`src/rtl/scm_pkg.sv`:
```
// constants and types of the serial configuration and mode decode block
package scm_pkg;
    // serial word layout
    localparam int WORD_W = 32;
    localparam int NUM_REGS = 32;
    localparam int NUM_CH = 6;
    localparam int RESET_BIT = 17;
    localparam int AUTO_SYNC_BIT = 8;
    localparam int MODE_LSB = 27;
    localparam int DIV_LSB = 5;
    localparam int DIV_W = 11;
    localparam int DLY_LSB = 16;
    localparam int DLY_W = 10;
    localparam logic [4:0] MODE_SYNC_REG = 5'h0B;
    localparam logic [4:0] CAL_TRIG_REG = 5'h1E;
    localparam logic [WORD_W-1:0] CFG_RESET = 32'h0000_0000;
    // late-apply thresholds and reset values for channel settings
    localparam logic [DIV_W-1:0] DIV_FAST_MAX = 11'h019;
    localparam logic [DLY_W-1:0] DLY_FAST_MAX = 10'h00C;
    localparam logic [1:0] LATE_EDGES = 2'h3;
    localparam logic [DIV_W-1:0] DIV_RESET = 11'h001;
    localparam logic [DLY_W-1:0] DLY_RESET = 10'h000;
    // device mode codes
    localparam logic [4:0] MODE_DUAL = 5'h00;
    localparam logic [4:0] MODE_DUAL_ZD = 5'h02;
    localparam logic [4:0] MODE_DUAL_EXT = 5'h03;
    localparam logic [4:0] MODE_DUAL_ZD_EXT = 5'h05;
    localparam logic [4:0] MODE_SINGLE = 5'h06;
    localparam logic [4:0] MODE_SINGLE_ZD = 5'h08;
    localparam logic [4:0] MODE_SINGLE_EXT = 5'h0B;
    localparam logic [4:0] MODE_DIST = 5'h10;
    // avalon register map, byte addresses
    localparam int AV_ADDR_W = 8;
    localparam logic [7:0] CTRL_ADDR = 8'h80;
    localparam logic [7:0] STATUS_ADDR = 8'h84;

    typedef struct packed {
        logic first_loop_on;
        logic second_loop_on;
        logic ext_osc;
        logic zero_delay;
        logic dist_on;
        logic mode_bad;
    } scm_mode_t;

    typedef struct packed {
        logic [DIV_W-1:0] div;
        logic [DLY_W-1:0] dly;
    } scm_chan_t;

    typedef struct packed {
        logic pad;
        logic [1:0] osc_clk_outs;
        logic osc_buffer;
        logic doubler;
        logic ext_return;
        logic ref_b;
        logic holdover;
    } scm_ctrl_t;

    typedef struct packed {
        logic [17:0] zero;
        logic [NUM_CH-1:0] pend;
        logic sync_armed;
        logic tune_hold;
        scm_mode_t mode;
    } scm_status_t;

    localparam scm_mode_t MODE_DEC_RESET = '{1'b1, 1'b1, 1'b0, 1'b0, 1'b1, 1'b0};
    localparam scm_ctrl_t CTRL_RESET = '0;
endpackage

```
`src/rtl/scm_serial_config.sv`:
```
// serial configuration port, channel settings and device mode decode
// Overview of operation
// - mode field picks loops, oscillator source, zero delay; distribution always on
// - zero-delay dual loop: first loop feedback comes from a clock output
// - dual loop: first loop reference is input a or b
// - reference lost with holdover enabled freezes first loop tuning voltage
// - external oscillator with zero delay dual forces internal feedback
// - single loop: first loop off; zero delay feeds second loop from output
// - distribution: input b drives channels; oscillator may reach buffer and outputs
// - dual loop may double oscillator reference; oscillator buffered to outputs
// - 32-bit word: address in bits 4..0, data in bits 31..5
// - bit 31 first; data sampled on serial clock rising edge
// - latch line low while shifting; rising latch stores word
// - writing calibration register starts frequency calibration
// - auto sync: latch falling edge after write to registers 0..5 syncs
// - large divide or delay applies after three more serial clock rises
// - register 0 with reset bit restores defaults, other bits ignored
// - target address is the last five bits before latch rises
`timescale 1ns/1ns
`default_nettype none
module scm_serial_config (
    // clock and reset
    input wire logic ref_clk,
    input wire logic srst,
    // serial configuration pins
    input wire logic serial_clock_line,
    input wire logic serial_data_line,
    input wire logic serial_latch_line,
    // reference status
    input wire logic reference_lost,
    // avalon-mm slave
    input wire logic [scm_pkg::AV_ADDR_W-1:0] avs_address,
    input wire logic avs_read,
    input wire logic avs_write,
    input wire logic [31:0] avs_writedata,
    input wire logic [3:0] avs_byteenable,
    output logic [31:0] avs_readdata,
    output logic avs_waitrequest,
    // mode and routing
    output var scm_pkg::scm_mode_t mode_state,
    output logic first_loop_ref_select,
    output logic first_loop_fb_from_output,
    output logic second_loop_fb_from_output,
    output logic loop_return_external,
    output logic second_loop_ref_doubled,
    output logic dist_from_reference_input_b,
    output logic osc_to_buffered_output,
    output logic [1:0] osc_to_clock_outputs,
    output logic tune_voltage_hold,
    // channel settings and events
    output var scm_pkg::scm_chan_t [scm_pkg::NUM_CH-1:0] channel_settings,
    output logic align_pulse,
    output logic cal_start
);
    import scm_pkg::*;

    function automatic scm_mode_t decode_mode(input logic [4:0] m);
        scm_mode_t r;
        r = '{1'b0, 1'b0, 1'b0, 1'b0, 1'b1, 1'b1};
        case (m)
            MODE_DUAL: r = '{1'b1, 1'b1, 1'b0, 1'b0, 1'b1, 1'b0};
            MODE_DUAL_ZD: r = '{1'b1, 1'b1, 1'b0, 1'b1, 1'b1, 1'b0};
            MODE_DUAL_EXT: r = '{1'b1, 1'b1, 1'b1, 1'b0, 1'b1, 1'b0};
            MODE_DUAL_ZD_EXT: r = '{1'b1, 1'b1, 1'b1, 1'b1, 1'b1, 1'b0};
            MODE_SINGLE: r = '{1'b0, 1'b1, 1'b0, 1'b0, 1'b1, 1'b0};
            MODE_SINGLE_ZD: r = '{1'b0, 1'b1, 1'b0, 1'b1, 1'b1, 1'b0};
            MODE_SINGLE_EXT: r = '{1'b0, 1'b1, 1'b1, 1'b0, 1'b1, 1'b0};
            MODE_DIST: r = '{1'b0, 1'b0, 1'b0, 1'b0, 1'b1, 1'b0};
            default: r = '{1'b0, 1'b0, 1'b0, 1'b0, 1'b1, 1'b1};
        endcase
        return r;
    endfunction

    // serial front end
    logic sclk_q;
    logic le_q;
    logic [WORD_W-1:0] shift_q;
    logic [WORD_W-1:0] cfg_q [NUM_REGS];
    logic sclk_rise;
    logic le_rise;
    logic le_fall;
    logic [4:0] latch_addr;
    logic cfg_reset;
    logic cfg_write;

    assign sclk_rise = serial_clock_line & ~sclk_q;
    assign le_rise = serial_latch_line & ~le_q;
    assign le_fall = ~serial_latch_line & le_q;
    assign latch_addr = shift_q[4:0];
    assign cfg_reset = le_rise && latch_addr == 5'h00 && shift_q[RESET_BIT];
    assign cfg_write = le_rise && !cfg_reset;

    always_ff @(posedge ref_clk) begin
        if (srst) begin
            sclk_q <= 1'b0;
            le_q <= 1'b0;
            shift_q <= '0;
        end else begin
            sclk_q <= serial_clock_line;
            le_q <= serial_latch_line;
            // no bit counter: the newest 32 bits always win
            if (sclk_rise) begin
                shift_q <= {shift_q[WORD_W-2:0], serial_data_line};
            end
        end
    end

    always_ff @(posedge ref_clk) begin
        if (srst || cfg_reset) begin
            for (int r = 0; r < NUM_REGS; r++) begin
                cfg_q[r] <= CFG_RESET;
            end
        end else if (cfg_write) begin
            cfg_q[latch_addr] <= shift_q;
        end
    end

    // channel divide and delay with late apply
    scm_chan_t chan_q [NUM_CH];
    scm_chan_t stage_q [NUM_CH];
    logic [1:0] cnt_q [NUM_CH];
    logic [NUM_CH-1:0] pend_q;
    scm_chan_t chan_new;
    logic chan_fast;

    assign chan_new.div = shift_q[DIV_LSB +: DIV_W];
    assign chan_new.dly = shift_q[DLY_LSB +: DLY_W];
    assign chan_fast = chan_new.div <= DIV_FAST_MAX && chan_new.dly <= DLY_FAST_MAX;

    for (genvar i = 0; i < NUM_CH; i++) begin : g_ch
        logic ch_wr;
        logic ch_done;
        assign ch_wr = cfg_write && latch_addr == 5'(i);
        assign ch_done = pend_q[i] && sclk_rise && cnt_q[i] == LATE_EDGES - 2'h1;
        always_ff @(posedge ref_clk) begin
            if (srst || cfg_reset) begin
                chan_q[i] <= '{DIV_RESET, DLY_RESET};
                stage_q[i] <= '{DIV_RESET, DLY_RESET};
                cnt_q[i] <= 2'h0;
                pend_q[i] <= 1'b0;
            end else if (ch_wr && chan_fast) begin
                chan_q[i] <= chan_new;
                pend_q[i] <= 1'b0;
            end else if (ch_wr) begin
                // large values wait for three more serial clock rises
                stage_q[i] <= chan_new;
                cnt_q[i] <= 2'h0;
                pend_q[i] <= 1'b1;
            end else if (ch_done) begin
                chan_q[i] <= stage_q[i];
                pend_q[i] <= 1'b0;
            end else if (pend_q[i] && sclk_rise) begin
                cnt_q[i] <= cnt_q[i] + 2'h1;
            end
        end
        assign channel_settings[i] = chan_q[i];
    end

    // mode decode and routing
    scm_ctrl_t ctrl_q;
    scm_mode_t mode_d;
    scm_mode_t mode_q;
    logic auto_sync_en;
    logic arm_q;
    logic tune_q;
    logic fb1_q;
    logic fb2_q;
    logic ext_ret_q;
    logic dbl_q;
    logic dist_b_q;
    logic ref_b_q;
    logic oscbuf_q;
    logic [1:0] oscclk_q;
    logic align_q;
    logic cal_q;

    assign mode_d = decode_mode(cfg_q[MODE_SYNC_REG][MODE_LSB +: 5]);
    assign auto_sync_en = cfg_q[MODE_SYNC_REG][AUTO_SYNC_BIT];

    always_ff @(posedge ref_clk) begin
        if (srst) begin
            mode_q <= MODE_DEC_RESET;
            tune_q <= 1'b0;
            fb1_q <= 1'b0;
            fb2_q <= 1'b0;
            ext_ret_q <= 1'b0;
            dbl_q <= 1'b0;
            dist_b_q <= 1'b0;
            ref_b_q <= 1'b0;
            oscbuf_q <= 1'b0;
            oscclk_q <= 2'h0;
        end else begin
            mode_q <= mode_d;
            // tuning frozen only while the first loop actually runs
            tune_q <= ctrl_q.holdover && reference_lost && mode_q.first_loop_on;
            fb1_q <= mode_q.first_loop_on && mode_q.zero_delay;
            fb2_q <= !mode_q.first_loop_on && mode_q.second_loop_on && mode_q.zero_delay;
            // shared pin carries the external oscillator, so no external return then
            ext_ret_q <= mode_q.zero_delay && ctrl_q.ext_return && !mode_q.ext_osc;
            dbl_q <= mode_q.first_loop_on && ctrl_q.doubler;
            dist_b_q <= !mode_q.second_loop_on && !mode_q.mode_bad;
            ref_b_q <= mode_q.first_loop_on && ctrl_q.ref_b;
            oscbuf_q <= ctrl_q.osc_buffer && !mode_q.mode_bad;
            oscclk_q <= mode_q.mode_bad ? 2'h0 : ctrl_q.osc_clk_outs;
        end
    end

    // sync and calibration events
    always_ff @(posedge ref_clk) begin
        if (srst) begin
            arm_q <= 1'b0;
            align_q <= 1'b0;
            cal_q <= 1'b0;
        end else begin
            align_q <= arm_q && le_fall;
            cal_q <= cfg_write && latch_addr == CAL_TRIG_REG;
            if (cfg_reset || le_fall) begin
                arm_q <= 1'b0;
            end else if (cfg_write && latch_addr < 5'(NUM_CH)) begin
                arm_q <= auto_sync_en;
            end
        end
    end

    // avalon-mm slave, one wait state on every access
    logic wait_q;
    logic [31:0] rdata_q;
    logic av_req;
    logic av_take;
    logic is_cfg;
    scm_status_t status;
    logic [31:0] rd_word;

    assign av_req = avs_read | avs_write;
    assign av_take = av_req && !wait_q;
    assign is_cfg = avs_address < CTRL_ADDR && avs_address[1:0] == 2'h0;
    assign status = '{18'h0, pend_q, arm_q, tune_q, mode_q};
    assign rd_word = is_cfg ? cfg_q[avs_address[6:2]] :
                     avs_address == CTRL_ADDR ? {24'h000000, ctrl_q} :
                     avs_address == STATUS_ADDR ? status : 32'h0000_0000;

    always_ff @(posedge ref_clk) begin
        if (srst) begin
            wait_q <= 1'b1;
            rdata_q <= 32'h0000_0000;
            ctrl_q <= CTRL_RESET;
        end else begin
            wait_q <= !(av_req && wait_q);
            if (av_req && wait_q) begin
                rdata_q <= avs_read ? rd_word : 32'h0000_0000;
            end
            if (av_take && avs_write && avs_address == CTRL_ADDR && avs_byteenable[0]) begin
                ctrl_q <= {1'b0, avs_writedata[6:0]};
            end
        end
    end

    assign avs_readdata = rdata_q;
    assign avs_waitrequest = wait_q;
    assign mode_state = mode_q;
    assign first_loop_ref_select = ref_b_q;
    assign first_loop_fb_from_output = fb1_q;
    assign second_loop_fb_from_output = fb2_q;
    assign loop_return_external = ext_ret_q;
    assign second_loop_ref_doubled = dbl_q;
    assign dist_from_reference_input_b = dist_b_q;
    assign osc_to_buffered_output = oscbuf_q;
    assign osc_to_clock_outputs = oscclk_q;
    assign tune_voltage_hold = tune_q;
    assign align_pulse = align_q;
    assign cal_start = cal_q;
endmodule // scm_serial_config
`default_nettype wire

```
`config.mk`:
```
export PLATFORM = sky130hd
export DESIGN_NAME = scm_serial_config
export DESIGN_NICKNAME = d
export VERILOG_FILES = /design/src/rtl/scm_pkg.sv /design/src/rtl/scm_serial_config.sv
export SDC_FILE = /design/constraint.sdc
export NUM_CORES = 2
export LEC_CHECK = 0
export BUFFER_PORTS_ARGS = -buffer_cell sky130_fd_sc_hd__buf_2
export CAP_MARGIN = 10
export CORE_ASPECT_RATIO = 1.5
export CORE_MARGIN = 5
export CORE_UTILIZATION = 29
export CTS_BUF_LIST = sky130_fd_sc_hd__clkbuf_16
export CTS_CLUSTER_DIAMETER = 60
export CTS_CLUSTER_SIZE = 28
export DETAILED_ROUTE_END_ITERATION = 8
export SLEW_MARGIN = 20
export SYNTH_ARGS = -nofsm -noshare
export SYNTH_HDL_FRONTEND = slang
export SYNTH_SLANG_ARGS = --single-unit
```
`constraint.sdc`:
```
create_clock -name ref_clk -period 10.3 [get_ports ref_clk]
set_clock_uncertainty 0.2 [all_clocks]
set_input_delay 0.515 -clock ref_clk [delete_from_list [all_inputs] [get_ports ref_clk]]
set_output_delay 0.515 -clock ref_clk [all_outputs]
set_load 0.02 [all_outputs]
```
After elaboration in Yosys (flattened, before gate mapping)
Memories as Yosys holds them, arrays and structs flattened. A register that Yosys moved wholly into a read port is not among the register bits.
Cells that the tools add are included.
{"block": "classes", "order_cmp": 4, "n_bitwise": 37, "n_eq_ne": 14, "n_addsub": 6, "n_mux": 162, "n_reduce_logical": 74}
{"op": "two-way mux 21 bit", "count": 18}
{"op": "two-way mux 1 bit", "count": 126}
{"op": "two-way mux 32 bit", "count": 3}
{"op": "logical AND 1 bit", "count": 48}
{"op": "OR reduction 32 bit", "count": 1}
{"op": "OR 1 bit", "count": 31}
{"op": "two-way mux 14 bit", "count": 2}
{"op": "two-way mux 2 bit", "count": 12}
{"op": "equality test 8 bit (second input constant)", "count": 2}
{"op": "OR reduction 2 bit", "count": 8}
{"op": "adder 2 x 1 -> 2 bit (second input constant)", "count": 6}
{"op": "equality test 2 bit (second input constant)", "count": 6}
{"op": "nonzero test 2 bit", "count": 6}
{"op": "<= comparator 11 x 5 -> 1 bit (second input constant)", "count": 1}
{"op": "equality test 5 x 2 -> 1 bit (second input constant)", "count": 2}
{"op": "equality test 5 x 3 -> 1 bit (second input constant)", "count": 2}
{"op": "<= comparator 10 x 4 -> 1 bit (second input constant)", "count": 1}
{"op": "less-than comparator 8 bit (second input constant)", "count": 1}
{"op": "logical NOT 1 bit", "count": 7}
{"op": "equality test 5 x 1 -> 1 bit (second input constant)", "count": 1}
{"op": "equality test 5 bit (second input constant)", "count": 1}
{"op": "logical NOT 5 bit", "count": 1}
{"op": "less-than comparator 5 x 3 -> 1 bit (second input constant)", "count": 1}
{"op": "two-way mux 5 bit", "count": 1}
{"op": "other kinds (4)", "count": 9}
{"block": "word_totals", "rom_bits": 160, "n_memories": 5, "ramBits": 1288, "output_inout_bits": 177, "regBits": 94, "in_bits": 52}
{"name": "cfg_q", "depth": 32, "width": 32, "read_ports": 2, "rd_ports_with_merged_regs": 0, "write_ports": 32, "line_no": "scm_serial_config.sv:78", "text": "logic [WORD_W-1:0] cfg_q [NUM_REGS];"}
{"name": "(no name shown)", "depth": 32, "width": 5, "read_ports": 1, "rd_ports_with_merged_regs": 1, "write_ports": 0, "line_no": "scm_serial_config.sv:60", "text": "case (m)"}
{"name": "chan_q", "depth": 6, "width": 21, "read_ports": 6, "rd_ports_with_merged_regs": 0, "write_ports": 6, "line_no": "scm_serial_config.sv:119", "text": "scm_chan_t chan_q [NUM_CH];"}
{"name": "stage_q", "depth": 6, "width": 21, "read_ports": 6, "rd_ports_with_merged_regs": 0, "write_ports": 6, "line_no": "scm_serial_config.sv:120", "text": "scm_chan_t stage_q [NUM_CH];"}
{"name": "cnt_q", "depth": 6, "width": 2, "read_ports": 6, "rd_ports_with_merged_regs": 0, "write_ports": 6, "line_no": "scm_serial_config.sv:121", "text": "logic [1:0] cnt_q [NUM_CH];"}

Longest topological paths before layout
{"block": "depth", "word_depth": 13, "ltp_mapped": 9, "ltp_nobuf": 6}

Worst setup path before layout
Ideal clock, no wire load.
{"block": "synth_path", "path_type": "in2reg", "startpoint": "in serial_latch_line", "endpoint": "mem cfg_q[15][0], enable pin", "setup_slack_ns": 5.840, "t_arrival_ns": 3.794, "setup_time_ns": 0.466, "stages": 6, "path_buffers": 2, "path_cell_list": "nand2b_1 > nor2_2 > nand3_2 > buf_1 > clkbuf_1 > o21ai_0"}
{"element": "start: declaration", "line_no": "scm_serial_config.sv:28", "text": "input wire logic serial_latch_line,"}
{"element": "end: declaration", "line_no": "scm_serial_config.sv:78"}

==> impl_results.md <==
- DRT Pass-1 Iters: 5
- Post-synthesis sequential area ratio: 67.71%
- Core box area: 206,000 sq um
- Drt via density: 4.954
- CTS tree: built
- Most frequent cells in the layout: 1,288 x edfxtp_1, 1,034 x and2_1, 248 x mux4_2, 213 x nand2_1, 195 x buf_2
- First-pass GRT wire length: 248,700 um
- Tightest Hold Check Type: input pin to flop
- Initial antenna violation count: 14
- Met3 WL: 11,060 um
- Hold Fails Final Rpt: 0
- Num CTS Buffers: 56
- Final setup viols: 0
- Design area: 66,350 sq um
- M1 WL: 62,440 um
- Final Critical Period: 4.530 ns
- Vias in the first global route: 34,150
- Distinct cells, synth: 77
- Final #Nets: 4,169
- Initial core utilization: 29.14%
- ANT nets after route: 0
- Post_cts resized: 0
- Power Dens Cells: 149.1 nW/um^2
- Die area: 216,300 sq um
- Clock root buffer: clkbuf_16
- Fin crit share: 43.98%
- Share of layout cells above drive strength 1: 18.30%
- Crit path launch type: flop
- Io pins: 229
- Area grow syn2layout: 10.56%
- Final WL: 174,600 um
- R2r setup slk: 5.77 ns
- EDFF count, synth: 1,288
- PortBufs: 199
- Clock sink count: 1,386
- Initial drt markers: 3,588
- Slew Limit Fails: 0
- Routed wl met2: 89,880 um
- Fillers: 19,990
- Worst Tran Pin Value: 1.228 ns
- Vias: 33,850
- Setup TNS: 0 ns
- Die extent in x: 381.4 um
- Max Clk Rate: 220.7 MHz
- Clk pwr share: 28.0%
- Reg clk slew, reported paths: 0.11 ns
- Commonest non-fill, non-tap cell in the layout: edfxtp_1
- Mapped Avg Cell Area: 15.06 sq um
- DRC viols: 0
- Routability-driven placement congestion ratio: 0.8469
- Rows: 204
- Synthesis warning total: 0
- Ys async rst share: 0%
- MaxCap Viol Count: 0
- Sequential power share: 64.8%
- Dpl hpwl: 107,900 um
- Part of the power in combinational logic: 7.2%
- Leakage: 23.09 nW
- CTS H-tree depth: 2
- WL per Instance: 25.55 um
- Reg area: 40,670 sq um
- NetSw: 2.271 mW
- Syn Inst Count: 3,985
- Ys flop type: edfxtp_1
- CP Data Arrival Time: 4.57 ns
- Maximum vdd drop: 136.5 uV
- Die height: 567.2 um
- Clk buf depth: 3
- Crit-path max FO: 50
- Placed Area: 64,560 sq um
- Reg2reg path depth: 6
- #FFs+latches synth: 1,386
- RSZ-0062 raised after global routing: false
- Highest Signal Layer: met5
- Critical Path RT: 10.34 ns
- CP endpoint kind: flop
- GRT overflow: 0
- Status: finished, final reports clean
- Setup CP Type: flop to flop
- Aggregate global-route resource usage: 15.61%
- Clock latency on the worst-skew pair: 0.72 ns
- Internal Power: 7.622 mW
- Largest net degree at the start of global routing: 97
- Switching share of power: 22.95%
- Worst Hold Path Cells: 4
- Post-Syn Area: 60,020 sq um
- Multi-input gate area: 18,500 sq um
- Max-slew headroom: 16.00%
## power groups by stage
| stage | combinational [mW] | clock [mW] | sequential (mW) |
|---|---|---|---|
| 3_3_place_gp | 0.716 | 0 | 6.53 |
| 5_1_grt | 0.747 | 2.99 | 6.43 |
| 4_1_cts | 0.722 | 2.82 | 6.42 |
| 3_5_place_dp | 0.717 | 0 | 6.54 |
| 6_report | 0.713 | 2.77 | 6.41 |
| 2_1_floorplan | 0.403 | 0 | 6.56 |
## what timing repair did
| action | in CTS | in global routing |
|---|---|---|
| hold buffers | 11 | 0 |
| buffers inserted | 0 | 0 |
| endpoints found under the hold margin | 12 | 0 |
## metal layers
metal | global-route usage, % | up-vias
li1 | - | 14690
met1 | 18.19 | 17520
met2 | 28.05 | 1384
met3 | 1.642 | 249
met4 | 8.672 | 4
met5 | 0 | -
## synthesized netlist by cell type (4+ instances only)
cell type	n	area share, %
nand2_1	214	1.3
a21oi_1	65	0.54
dfxtp_1	98	3.3
buf_6	11	0.21
o211ai_1	12	0.15
a2111oi_0	13	0.19
nand2b_1	15	0.16
and2_1	1034	11
mux4_2	248	9.3
nor3_4	6	0.16
a22oi_1	33	0.41
nor4_1	5	0.052
buf_4	24	0.30
a221oi_1	22	0.32
a211oi_1	23	0.29
a211o_1	6	0.088
buf_2	52	0.43
nand3_1	19	0.16
mux2_2	17	0.32
nor3_2	4	0.067
inv_1	21	0.13
nand3b_1	5	0.063
nor2_1	154	0.96
o22ai_1	25	0.26
nor3_1	44	0.37
clkbuf_1	249	1.6
nor2b_1	20	0.21
nand4b_1	5	0.073
ha_1	10	0.21
o21ai_0	35	0.29
mux2i_1	67	1.1
a22o_1	39	0.57
nor2_2	6	0.063
a31oi_1	6	0.063
and3_1	13	0.14
edfxtp_1	1288	64
nor3b_1	4	0.050
buf_1	16	0.10
## cell families (layout without fill, tap and decap cells)
kind of cell               count (synthesis)  after routing  share of synthesized area, %
AOI/OAI and AO/OA                        308            308                         3.569
and+or+nand+nor                         1571           1571                         15.00
xor gates and xnor gates                   1              1                       0.01460
adders and majority gates                 10             10                        0.2085
other                                      2             90                       0.01251
buffers and inverters                    375            457                         2.741
DFF                                     1386           1386                         67.71
muxes                                    332            332                         10.74
## cell type report
cell class / count / share of cell area, %
flip-flops and latches: 1386 / 61.29
multi-input cells: 2305 / 27.89
well taps: 2678 / 5.050
repair buffers: 335 / 3.143
clock buffers: 56 / 2.112
clock inverters: 43 / 0.3583
diodes: 7 / 0.02640
inverters: 23 / 0.1339
## state kept, by name, summed over array words and instances, names as in the netlist, 2 cells and up
name                  cells
pend_q                    6
stage_q                 126
shift_q                  32
osc_to_clock_outputs      2
mode_state                5
avs_readdata             32
ctrl_q                    7
chan_q                  126
cnt_q                    12
cfg_q                  1024
## final timing paths
kind / start / to
max: shift_q[17] / chan_q[4][20]
min: avs_address[7] / avs_readdata[1]
max reg2reg: shift_q[17] / chan_q[4][20]
min reg2reg: stage_q[5][6] / chan_q[5][6]
## through the flow
step	power, mW	cells	setup WS [ns]	hold WS, ns	utilization, %
final	9.893	6833	5.770	0.06828	32.21
after global routing	10.17	6828	5.525	0.07785	32.21
after CTS	9.961	6826	5.673	0.03077	32.19
after detailed placement	7.262	6716	5.628	0.2778	31.34
after global placement	7.245	6716	5.656	0.2767	31.33
after floorplan	6.961	4066	5.840	0.2531	-
## worst max-delay path: stages, from the launching register on
cell	delay, ns
dfxtp_2	0.33
buf_4	0.53
nor4b_2	0.58
a21o_1	0.65
nor3_2	0.14
o21ai_1	0.77
nand2_1	0.81
Power figures use the tool's default switching activity.
